File: config.mk
export PLATFORM = sky130hd
export DESIGN_NAME = adcms_sequencer
export DESIGN_NICKNAME = d
export VERILOG_FILES = /design/src/adcms_pkg.sv /design/src/adcms_sequencer.sv /design/src/adcms_tick_gen.sv
export SDC_FILE = /design/constraint.sdc
export NUM_CORES = 1
export LEC_CHECK = 0
export BUFFER_PORTS_ARGS = -buffer_cell sky130_fd_sc_hd__buf_2
export CAP_MARGIN = 15
export CORE_ASPECT_RATIO = 1.4
export CORE_MARGIN = 3
export CORE_UTILIZATION = 25
export CTS_CLUSTER_SIZE = 14
export DETAILED_ROUTE_END_ITERATION = 16
export SLEW_MARGIN = 5
export SYNTH_ARGS = -nofsm -noshare
export SYNTH_HDL_FRONTEND = slang
export SYNTH_SLANG_ARGS = --single-unit
File: constraint.sdc
create_clock -name i_clock -period 2.12 [get_ports i_clock]
set_input_delay 0.106 -clock i_clock [delete_from_list [all_inputs] [get_ports i_clock]]
set_output_delay 0.106 -clock i_clock [all_outputs]
set_load 0.01 [all_outputs]
File: src/adcms_pkg.sv
// Purpose: Shared constants and carriers for the monitor converter sequencer
// Assumes: 50 MHz clock, byte-wide register port with a page bit
// Notes: Analog page in 9'h0xx, OEM configuration page in 9'h1xx
package adcms_pkg;

  // Clock
  localparam int CLK_PERIOD_NS = 20;
  localparam int NS_PER_US = 1000;

  // Register port widths
  localparam int ADDR_W = 9;
  localparam int DATA_W = 8;

  // Analog page map
  localparam logic [8:0] ADDR_CAL_FIRST = 9'h038;
  localparam logic [8:0] ADDR_CAL_LAST = 9'h05B;
  localparam int CAL_BYTES = 36;
  localparam logic [8:0] ADDR_RESULT_FIRST = 9'h060;
  localparam logic [8:0] ADDR_RESULT_LAST = 9'h069;
  localparam logic [8:0] ADDR_DATA_READY = 9'h0FE;

  // OEM configuration page map
  localparam logic [8:0] ADDR_OEM_CFG0 = 9'h100;
  localparam logic [8:0] ADDR_OEM_CFG1 = 9'h101;
  localparam logic [8:0] ADDR_OEM_MODE = 9'h1F0;

  // Field positions and reset values
  localparam int AUX_SEL_LSB = 0;
  localparam int AUX_SEL_W = 3;
  localparam int BIAS_REF_BIT = 0;
  localparam int OEM_MODE_BIT = 0;
  localparam logic [7:0] OEM_CFG0_RESET = 8'h00;
  localparam logic [7:0] OEM_CFG1_RESET = 8'h00;
  localparam logic [7:0] LOW_BYTE_ZERO = 8'h00;

  // Number of monitored channels
  localparam int NUM_CHAN = 5;

  // Channel slots in conversion order; slot index times two is the result offset
  typedef enum logic [2:0] {
    CHAN_TEMP   = 3'b000,
    CHAN_SUPPLY = 3'b001,
    CHAN_BIAS   = 3'b010,
    CHAN_TXP    = 3'b011,
    CHAN_RXP    = 3'b100
  } adcms_chan_e;

  // Voltage slot sources
  typedef enum logic [2:0] {
    AUX_INPUT_SUPPLY = 3'b000,
    AUX_ANALOG_SUPPLY = 3'b001,
    AUX_BIAS_OUT = 3'b010,
    AUX_MOD_OUT = 3'b011,
    AUX_BIAS_DAC = 3'b100,
    AUX_MOD_DAC = 3'b101,
    AUX_FAULT_DAC = 3'b110
  } adcms_aux_e;

  // Sequencer states
  typedef enum logic [1:0] {
    SEQ_IDLE  = 2'b00,
    SEQ_START = 2'b01,
    SEQ_WAIT  = 2'b10
  } adcms_seq_e;

  // Request to the analog front end
  typedef struct packed {
    logic start;
    adcms_chan_e chan;
    adcms_aux_e aux;
    logic ref_to_supply;
  } adcms_conv_req_s;

  // Answer from the analog front end
  typedef struct packed {
    logic done;
    logic [7:0] code;
  } adcms_conv_rsp_s;

endpackage

File: src/adcms_sequencer.sv
// Purpose: Five-channel monitor converter sequencer with result registers
// Assumes: Front end answers every start with one done pulse and a code
// Notes: Calibration store has no reset, as it models nonvolatile memory
//
// The implementer's own choices: the placing of the registers and the address-and-strobe port.
`timescale 1ns/10ps
`default_nettype none

////////////////////////////////////////////////////////////////////////////////
// How it works
// Five channels converted in turn, a fresh round every conversion interval.
// Voltage slot follows the aux select only in OEM mode, else input supply.
// Three-bit aux select in config register 0 picks one of seven nodes.
// Bias current result: code in high byte, low byte always zero.
// Transmit power result: code in high byte, low byte always zero.
// Photodiode input referenced to ground or analog supply by polarity bit.
// Temperature and supply results stored as calibrated two-byte values.
// Calibration constants kept in a host-readable store, writable in OEM mode.
// Host should store unity slopes and zero offsets for voltage and temperature.
// Host finds bias offset with transmitter off and stores its negative.
// Latest results readable by the host at any time at 60h to 69h.
// Read-only data-ready flag per channel set when a new result lands.
// Both bytes of a result are written together when the conversion ends.
module adcms_sequencer #(
  parameter int CONV_INTERVAL_US = 100
) (
  input wire logic i_clock,
  input wire logic i_rst,
  input wire logic [adcms_pkg::ADDR_W-1:0] i_addr,
  input wire logic [adcms_pkg::DATA_W-1:0] i_wdata,
  input wire logic i_wr,
  input wire logic i_rd,
  output logic [adcms_pkg::DATA_W-1:0] o_rdata,
  output adcms_pkg::adcms_conv_req_s o_conv_req,
  input wire adcms_pkg::adcms_conv_rsp_s i_conv_rsp,
  output logic [adcms_pkg::NUM_CHAN-1:0] o_data_ready
);
  import adcms_pkg::*;

  // Interval length in cycles, rounded down
  localparam int CONV_CYCLES = (CONV_INTERVAL_US * NS_PER_US) / CLK_PERIOD_NS;
  localparam logic [2:0] LAST_CHAN = 3'(NUM_CHAN - 1);
  localparam logic [2:0] CHAN_STEP = 3'h1;

  // Maps an address in a window to a byte index from its base
  // Only the low six bits are kept, as no window is wider than 64 bytes
  function automatic logic [5:0] offset_of(input logic [8:0] addr, input logic [8:0] base);
    logic [8:0] diff;
    diff = addr - base;
    offset_of = diff[5:0];
  endfunction

  // True when the address falls in a window
  // Both bounds count as inside the window
  function automatic logic in_window(input logic [8:0] addr, input logic [8:0] lo, input logic [8:0] hi);
    in_window = (addr >= lo) && (addr <= hi);
  endfunction

  //////////////////////////////////////////////////////////////////////////////
  // Interval divider

  logic interval_tick;

  // The interval must outlast one round, or ticks that come while busy
  // collapse into a single pending round and a round is lost
  adcms_tick_gen #(
    .PERIOD_CYCLES(CONV_CYCLES)
  ) adcms_tick_gen_i (
    .i_clock(i_clock),
    .i_rst(i_rst),
    .o_tick(interval_tick)
  );

  //////////////////////////////////////////////////////////////////////////////
  // Configuration registers

  logic [7:0] oem_config_reg0;
  logic [7:0] oem_config_reg1;
  logic oem_mode;
  logic [7:0] next_oem_config_reg0;
  logic [7:0] next_oem_config_reg1;
  logic next_oem_mode;
  logic [AUX_SEL_W-1:0] aux_source_select;
  logic bias_reference_polarity;

  assign aux_source_select = oem_config_reg0[AUX_SEL_LSB +: AUX_SEL_W];
  assign bias_reference_polarity = oem_config_reg1[BIAS_REF_BIT];

  // OEM mode gates both the voltage-slot redirect and calibration writes;
  // it resets off so a fresh device always measures the input supply
  // Host writes to the configuration registers; other OEM page bytes ignored
  always_comb begin
    next_oem_config_reg0 = oem_config_reg0;
    next_oem_config_reg1 = oem_config_reg1;
    next_oem_mode = oem_mode;
    if (i_wr) begin
      if (i_addr == ADDR_OEM_CFG0) begin
        next_oem_config_reg0 = i_wdata;
      end else if (i_addr == ADDR_OEM_CFG1) begin
        next_oem_config_reg1 = i_wdata;
      end else if (i_addr == ADDR_OEM_MODE) begin
        next_oem_mode = i_wdata[OEM_MODE_BIT];
      end
    end
  end

  // Register the configuration
  always_ff @(posedge i_clock) begin
    if (i_rst) begin
      oem_config_reg0 <= OEM_CFG0_RESET;
      oem_config_reg1 <= OEM_CFG1_RESET;
      oem_mode <= 1'b0;
    end else begin
      oem_config_reg0 <= next_oem_config_reg0;
      oem_config_reg1 <= next_oem_config_reg1;
      oem_mode <= next_oem_mode;
    end
  end

  //////////////////////////////////////////////////////////////////////////////
  // Calibration constant store

  logic [7:0] cal_mem [CAL_BYTES];
  logic cal_hit_wr;

  assign cal_hit_wr = i_wr && oem_mode && in_window(i_addr, ADDR_CAL_FIRST, ADDR_CAL_LAST);

  // Addresses outside the window never reach the array, so the index
  // taken from the window base always stays inside the store
  // Writable only in OEM mode; no reset so contents persist
  always_ff @(posedge i_clock) begin
    if (cal_hit_wr) begin
      cal_mem[offset_of(i_addr, ADDR_CAL_FIRST)] <= i_wdata;
    end
  end

  //////////////////////////////////////////////////////////////////////////////
  // Conversion sequencer

  adcms_seq_e state;
  adcms_seq_e next_state;
  logic [2:0] slot;
  logic [2:0] next_slot;
  logic round_pending;
  logic next_round_pending;
  adcms_conv_req_s next_conv_req;
  logic result_we;
  adcms_aux_e aux_choice;

  // Voltage slot source: aux select only in OEM mode, code 111 falls back
  // Code 111 names no node, so no request ever carries it
  always_comb begin
    aux_choice = AUX_INPUT_SUPPLY;
    if (oem_mode && (aux_source_select != 3'h7)) begin
      aux_choice = adcms_aux_e'(aux_source_select);
    end
  end

  // IDLE waits for a round, START issues one request, WAIT holds for done;
  // the next slot is requested two cycles after the previous answer
  // There is no timeout: a front end that drops a done stalls the round,
  // and later ticks only leave one round pending
  // Step through the five slots once per interval
  always_comb begin
    next_state = state;
    next_slot = slot;
    next_round_pending = round_pending || interval_tick;
    next_conv_req = o_conv_req;
    next_conv_req.start = 1'b0;
    result_we = 1'b0;
    case (state)
      SEQ_IDLE: begin
        if (round_pending || interval_tick) begin
          next_round_pending = 1'b0;
          next_slot = 3'h0;
          next_state = SEQ_START;
        end
      end
      SEQ_START: begin
        next_conv_req.start = 1'b1;
        next_conv_req.chan = adcms_chan_e'(slot);
        next_conv_req.aux = aux_choice;
        next_conv_req.ref_to_supply = bias_reference_polarity;
        next_state = SEQ_WAIT;
      end
      SEQ_WAIT: begin
        if (i_conv_rsp.done) begin
          result_we = 1'b1;
          if (slot == LAST_CHAN) begin
            next_state = SEQ_IDLE;
          end else begin
            next_slot = slot + CHAN_STEP;
            next_state = SEQ_START;
          end
        end
      end
      default: begin
        next_state = SEQ_IDLE;
      end
    endcase
  end

  // Register the sequencer
  always_ff @(posedge i_clock) begin
    if (i_rst) begin
      state <= SEQ_IDLE;
      slot <= 3'h0;
      round_pending <= 1'b1;
      o_conv_req <= '{start: 1'b0, chan: CHAN_TEMP, aux: AUX_INPUT_SUPPLY, ref_to_supply: 1'b0};
    end else begin
      state <= next_state;
      slot <= next_slot;
      round_pending <= next_round_pending;
      o_conv_req <= next_conv_req;
    end
  end

  //////////////////////////////////////////////////////////////////////////////
  // Result registers and data-ready flags

  logic [15:0] result [NUM_CHAN];
  logic [15:0] next_word;
  logic [NUM_CHAN-1:0] next_ready;
  logic flags_read;

  // Code in the high byte, low byte zero: for temperature 1 degree per step
  // and for supply 100 uV units, this is already the calibrated format
  assign next_word = {i_conv_rsp.code, LOW_BYTE_ZERO};
  assign flags_read = i_rd && (i_addr == ADDR_DATA_READY);

  // Flag set on a new result wins over a clear by reading the flags
  always_comb begin
    next_ready = o_data_ready;
    if (flags_read) begin
      next_ready = '0;
    end
    if (result_we) begin
      next_ready[slot] = 1'b1;
    end
  end

  // Results reset to zero so a read before the first round is defined
  // Both bytes of a channel update in the same edge
  always_ff @(posedge i_clock) begin
    if (i_rst) begin
      for (int i = 0; i < NUM_CHAN; i++) begin
        result[i] <= '0;
      end
      o_data_ready <= '0;
    end else begin
      if (result_we) begin
        result[slot] <= next_word;
      end
      o_data_ready <= next_ready;
    end
  end

  //////////////////////////////////////////////////////////////////////////////
  // Read port

  logic [7:0] next_rdata;
  logic [5:0] res_off;
  logic [5:0] cal_off;

  assign res_off = offset_of(i_addr, ADDR_RESULT_FIRST);
  assign cal_off = offset_of(i_addr, ADDR_CAL_FIRST);

  // Writes are never decoded here, so results and flags stay read-only
  // Decode reads; results big-endian, unmapped addresses read zero
  always_comb begin
    next_rdata = 8'h00;
    if (!i_rd) begin
      next_rdata = 8'h00;
    end else if (in_window(i_addr, ADDR_RESULT_FIRST, ADDR_RESULT_LAST)) begin
      if (res_off[0]) begin
        next_rdata = result[res_off[3:1]][7:0];
      end else begin
        next_rdata = result[res_off[3:1]][15:8];
      end
    end else if (in_window(i_addr, ADDR_CAL_FIRST, ADDR_CAL_LAST)) begin
      next_rdata = cal_mem[cal_off];
    end else if (i_addr == ADDR_DATA_READY) begin
      next_rdata = {3'h0, o_data_ready};
    end else if (i_addr == ADDR_OEM_CFG0) begin
      next_rdata = oem_config_reg0;
    end else if (i_addr == ADDR_OEM_CFG1) begin
      next_rdata = oem_config_reg1;
    end else if (i_addr == ADDR_OEM_MODE) begin
      next_rdata = {7'h00, oem_mode};
    end
  end

  // Read data stand for the one cycle after the strobe
  // and fall back to zero after it, so a stale byte is never taken
  always_ff @(posedge i_clock) begin
    if (i_rst) begin
      o_rdata <= 8'h00;
    end else begin
      o_rdata <= next_rdata;
    end
  end

endmodule
`default_nettype wire

File: src/adcms_tick_gen.sv
// Purpose: Divider that marks the start of each conversion interval
// Assumes: Single clock, synchronous active-high reset
// Notes: Pulse lasts one cycle every PERIOD_CYCLES cycles
`timescale 1ns/10ps
`default_nettype none
module adcms_tick_gen #(
  parameter int PERIOD_CYCLES = 5000
) (
  input wire logic i_clock,
  input wire logic i_rst,
  output logic o_tick
);
  import adcms_pkg::*;

  localparam int CNT_W = $clog2(PERIOD_CYCLES + 1);
  localparam logic [CNT_W-1:0] CNT_LAST = CNT_W'(PERIOD_CYCLES - 1);
  localparam logic [CNT_W-1:0] CNT_ZERO = '0;
  localparam logic [CNT_W-1:0] CNT_ONE = CNT_W'(1);

  logic [CNT_W-1:0] count;
  logic [CNT_W-1:0] next_count;
  logic next_tick;

  // Count up through the interval and fire on wrap
  always_comb begin
    next_tick = 1'b0;
    next_count = count + CNT_ONE;
    if (count == CNT_LAST) begin
      next_count = CNT_ZERO;
      next_tick = 1'b1;
    end
  end

  // Register the divider
  always_ff @(posedge i_clock) begin
    if (i_rst) begin
      count <= CNT_ZERO;
      o_tick <= 1'b0;
    end else begin
      count <= next_count;
      o_tick <= next_tick;
    end
  end

endmodule
`default_nettype wire

Word-level counts from Yosys, hierarchy flattened
Memory sizes are Yosys's and may differ from the RTL's.
Index checks and enable logic that the tools add are counted.
{ "totals": {"register_bits": 58, "word_cells": 95, "ramBits": 328, "memories": 2} }
{ "op_classes": {"n_lt_le_gt_ge": 6, "muxes": 35, "n_addsub": 4, "eq_ne": 12, "reduce_logical": 18, "bitwise": 4} }
{ "memory_table": {"columns": ["memory", "words", "width", "read_ports", "rd_clocked_by_memory_dff", "write_ports", "line_no", "source"], "rows": [
  ["cal_mem", 36, 8, 1, 0, 1, "adcms_sequencer.sv:123", "logic [7:0] cal_mem [CAL_BYTES];"],
  ["result", 5, 8, 1, 0, 5, "adcms_sequencer.sv:221", "logic [15:0] result [NUM_CHAN];"]
]} }
{ "ops": {"columns": ["cell", "count"], "rows": [
  ["$mux 8", 8],
  ["$eq 9x9->1 const B", 3],
  ["$le 9x7->1 const B", 2],
  ["$mux 1", 15],
  ["$mux 3", 5],
  ["$add 13x1->13 const B", 1],
  ["$eq 13x13->1 const B", 1],
  ["$mux 5", 2],
  ["$eq 9x8->1 const B", 1],
  ["$ge 9x6->1 const B", 1],
  ["$ge 9x7->1 const B", 1],
  ["$reduce_and 4->1", 2],
  ["$reduce_or 8->1", 1],
  ["$logic_and 1x1->1", 7],
  ["$ne 2x2->1 const B", 3],
  ["$pmux 2 s3", 1],
  ["$pmux 3 s2", 1],
  ["$sub 6x6->6 const B", 1],
  ["$or 5x5->5", 1],
  ["$lt 3x4->1 const B", 1],
  ["$mux 2", 2],
  ["$reduce_and 2->1", 2],
  ["$reduce_or 2->1", 2],
  ["$sub 4x1->4 const B", 1],
  ["other kinds (12)", 14]
]} }

Longest topological paths before layout
{ "logic_depth": {"depth_word": 7, "mapped_depth": 10, "mapped_depth_nobuf": 8} }

Hierarchy
From an unflattened synthesis, not the netlist that was laid out.
{ "unflattened": {"cells_unflattened": 1103, "area_unflattened_um2": 16731.0} }
{ "modules_own_cells": {"columns": ["module", "seq_area_each_um2", "area_per_inst_um2", "instances", "cells_each"], "rows": [
  ["adcms_sequencer", 11451.0, 16141.7, 1, 1037],
  ["adcms_tick_gen", 280.3, 589.3, 1, 66]
]} }

Worst setup path before layout
OpenSTA, ideal clock, no wires.
{ "synth_path": {"kind": "input -> register", "from": "input port i_addr[1] (netlist name)", "to": "memory cal_mem[24][0], enable pin", "t_arrival_ps": 1839, "cell_stages": 8, "path_slack_ps": -90, "required_time_ps": 1750, "n_path_buf": 3, "cell_sequence": "buf_6 -> and2_1 -> buf_6 -> a211o_1 -> a311oi_4 -> buf_6 -> nand4_4 -> nor2_1"} }
{ "synth_via": {"elab_chain_len": 5, "word_cells_on_any_way": 7} }
{ "synth_lines": {"columns": ["item", "line_no", "source"], "rows": [
  ["start, declared", "adcms_sequencer.sv:29", "input wire logic [adcms_pkg::ADDR_W-1:0] i_addr,"],
  ["$ge 9x6->1 / $le 9x7->1 (equally long branches)", "adcms_sequencer.sv:56", "in_window = (addr >= lo) && (addr <= hi);"],
  ["$logic_and 1x1->1", "adcms_sequencer.sv:56", null],
  ["$logic_and 1x1->1", "adcms_sequencer.sv:126", "assign cal_hit_wr = i_wr && oem_mode && in_window(i_addr, ADDR_CAL_FIRST, ADDR_CAL_LAST);"],
  ["$mux 1", "adcms_sequencer.sv:132", "if (cal_hit_wr) begin"],
  ["$mux 1 (not written as such)", "adcms_sequencer.sv:133", "cal_mem[offset_of(i_addr, ADDR_CAL_FIRST)] <= i_wdata;"],
  ["end, declared", "adcms_sequencer.sv:123", null]
]} }
Parallel ways exist; a longest one is shown, timed or not.

Final worst setup path
{ "layout_path": {"from": "memory cal_mem[26][7]", "to": "register o_rdata[7] (netlist name)"} }
{ "layout_via": {"elab_chain_len": 3} }
{ "layout_lines": {"columns": ["item", "line_no", "source"], "rows": [
  ["$mem_v2 36x8", null, null],
  ["$mux 8", "adcms_sequencer.sv:280", "end else if (in_window(i_addr, ADDR_CAL_FIRST, ADDR_CAL_LAST)) begin"],
  ["$mux 8", "adcms_sequencer.sv:274", "end else if (in_window(i_addr, ADDR_RESULT_FIRST, ADDR_RESULT_LAST)) begin"],
  ["end signal, assigned", "adcms_sequencer.sv:299", "o_rdata <= next_rdata;"],
  ["end, declared", "adcms_sequencer.sv:33", "output logic [adcms_pkg::DATA_W-1:0] o_rdata,"]
]} }
No other way between the ends.
A chain may end at the register's enable or synchronous reset.

==> results.yml <==
cells_and_area:
  n_antenna_cell: 0
  fin_nets: 1331
  fin_cells: 2169
  drive_above_1_share_pct: 29.4
  area_growth_pct: 23.7
timing:
  hold_slack_ps: 53.1
  maxSlewHeadroom_pct: 54.1
  rsz0062_at_grt: "false"
  hold_viol_final: 0
  finClkSkew_ps: 12.8
  setup_viol: 0
  worst_slack_ps: 84.0
  finalCriticalPeriod_ps: 2040
  tightest_slew_ps: 688
  fmax_ghz: 0.491
  drv_slew: 0
  period_share_pct: 96.0
worst_setup_path:
  cp-start-kind: "flop"
  worstSetupEndpointType: "flop"
  cp_max_fo: 1
  required_ps: 2550
  path_class: "reg2reg"
  arrival_ps: 2460
place:
  pre_cts_ws_ps: -151
  place.gp.congestion: 0.935
  dp_cells: 2091
  hpwl_um: 33100
  io_buffers: 50
global_routing:
  grt_pass1_wl_um: 69200
  grt.total_usage_pct: 13.2
  grt_pass1_vias: 10700
  antenna_found_initial: 3
  gr-total-overflow: 0
  grt_max_degree: 39
clocking:
  cts_tree: "yes"
  clock_latency_ps: 530
  htreeDepth: 2
  post_cts_buffers: 0
  clock_sinks: 410
  cts_buffers: 38
  root_buffer: "clkbuf_16"
  clockBufferDepth: 3
  clkTransAtPathRegs_ps: 60
drt:
  wire_per_inst_um: 21.5
  dr.first_iter.drc_count: 889
  vias: 10300
  viasPerCell: 4.75
  ant_nets: 0
  dr.pass1.iters: 5
  wirelength_um: 46700
  drc: 0
synthesis:
  syn_area_um2: 16700
  ys_seq_area_share_pct: 70.3
  postSynthNetCount: 1093
  synth_top_area_share_pct: 63.3
  synth_edf_count: 352
  async_flop_share_pct: 0
  syn_area_per_cell_um2: 15.8
  synthTopCellsByCount: "352 x edfxtp_1, 108 x nor2_1, 58 x dfxtp_1"
  synth_seq_cells: 410
  yosysMostFrequentCell: "edfxtp_1"
  synthFlopType: "edfxtp_1"
  yosys_warnings: 0
  synth_cells: 1058
  yosys.cell_types.count: 66
  synth_area_leaders: "edfxtp_1 63%, dfxtp_1 7.0%, mux4_2 5.9%"
  yosysTopAreaCell: "edfxtp_1"
die:
  num_rows: 111
  io_pins: 51
  core_um2: 65800
  chipHeight_um: 312
  chipWidth_um: 224
  start_util_pct: 25.3
  fp.dieArea_um2: 69900
power_and_ir_drop:
  ir_drop_uv: 779
  power.leakage_uw: 0.00725
  power.density_nw_per_um2: 803
outcome:
  status: "complete, no violations"
hold_path:
  hold_class: "in2reg"
flow_run:
  max-cap-violations: 0
-- layer usage --
| metal | part of all wire, % | GRT usage (%) | up-vias |
|---|---|---|---|
| li1 | - | - | 4606 |
| met1 | 37 | 14.8 | 5176 |
| met2 | 53 | 24.7 | 406 |
| met3 | 5.8 | 2.02 | 101 |
| met4 | 4.2 | 5.54 | 6 |
| met5 | 0.062 | 0 | - |
-- report_power, final --
group	internal (uW)	switching (uW)	total, uW
Clock	3710	2830	6540
Combinational	502	714	1220
Sequential	8790	24.6	8810
Total	13000	3570	16600
-- path summary, 6_finish.rpt --
path,cells after the start,endpoint,slack (ps),start
worst max-delay path,7,o_rdata[7]$_SDFF_PP0_,80,cal_mem[26][7]$_DFFE_PP_
worst min-delay path,1,cal_mem[11][2]$_DFFE_PP_,50,i_wdata[2]
worst max register to register,7,o_rdata[7]$_SDFF_PP0_,80,cal_mem[26][7]$_DFFE_PP_
worst min register to register,1,adcms_tick_gen_i.count[0]$_SDFF_PP0_,450,adcms_tick_gen_i.count[0]$_SDFF_PP0_
-- state kept, by name (all words and copies together) (netlist names) --
register / cells
state: 2
result: 64
oem_config_reg1: 8
oem_mode: 1
o_data_ready: 5
cal_mem: 288
adcms_tick_gen_i.count: 13
round_pending: 1
adcms_tick_gen_i.o_tick: 1
o_rdata: 8
o_conv_req: 8
oem_config_reg0: 8
slot: 3
-- kinds of logic (layout without fill, tap and decap cells) --
| group | Yosys count | in the layout | share of synthesized area (%) |
|---|---|---|---|
| flip-flops | 410 | 410 | 70.3 |
| AND/OR/NAND/NOR | 274 | 274 | 8.33 |
| AO/OA/AOI/OAI | 171 | 171 | 7.46 |
| buffers and inverters | 61 | 325 | 1.92 |
| multiplexers | 123 | 123 | 10.9 |
| XOR/XNOR | 14 | 14 | 0.735 |
| adder cells (fa/ha/maj) | 5 | 5 | 0.375 |
-- critical path, cell delays in order, from the launching register on --
cell and delay, ps:
edfxtp_1 430, mux4_2 490, mux2i_1 210, buf_4 160, o22ai_1 70, a2111oi_0 370, buf_4 180, nor2_1 30
-- layout by cell type, fill, tap and decap left out, drive strengths merged, types with 9 or more instances in the layout --
master	netlist	layout
edfxtp	352	352
buf	36	238
nor2	109	109
dfxtp	58	58
nand2	55	55
clkbuf	16	53
mux2i	52	52
and2	47	47
mux4	44	44
o21ai	28	28
mux2	27	27
a22oi	25	25
a21oi	23	23
a221oi	23	23
nand3	13	13
dlygate4sd3	0	12
inv	9	10
xor2	9	9
a31oi	9	9
a21o	9	9
nor2b	9	9
clkinv	0	9
nand4	9	9
-- final cells by class --
type	instances	area [um2]
clock inverter	13	123
inverter	9	33.8
timing repair buffer	250	1970
sequential	410	11700
tap	847	1060
multi-input combinational	587	4670
fill	6509	45200
clock buffer	53	1050
-- timing repair --
action | 4_1_cts | 5_1_grt
hold buffers | 12 | 0
hold endpoints to repair | 71 | 0
resized for setup | 0 | 3
endpoints found under the setup margin | 0 | 10
-- stage by stage --
step / area, um2 / utilization [%] / TNS [ps] / power (uW)
finish: 20600 / 31.4 / 0 / 16600
global route: 20600 / 31.4 / 0 / 17200
CTS: 20600 / 31.3 / 0 / 16700
detailed placement: 19300 / 29.4 / -17140 / 10200
global placement: 19300 / 29.4 / -17150 / 10200
floorplan: 16700 / - / -18340 / 9530
Note: power is estimated with default switching activity, not from simulation.
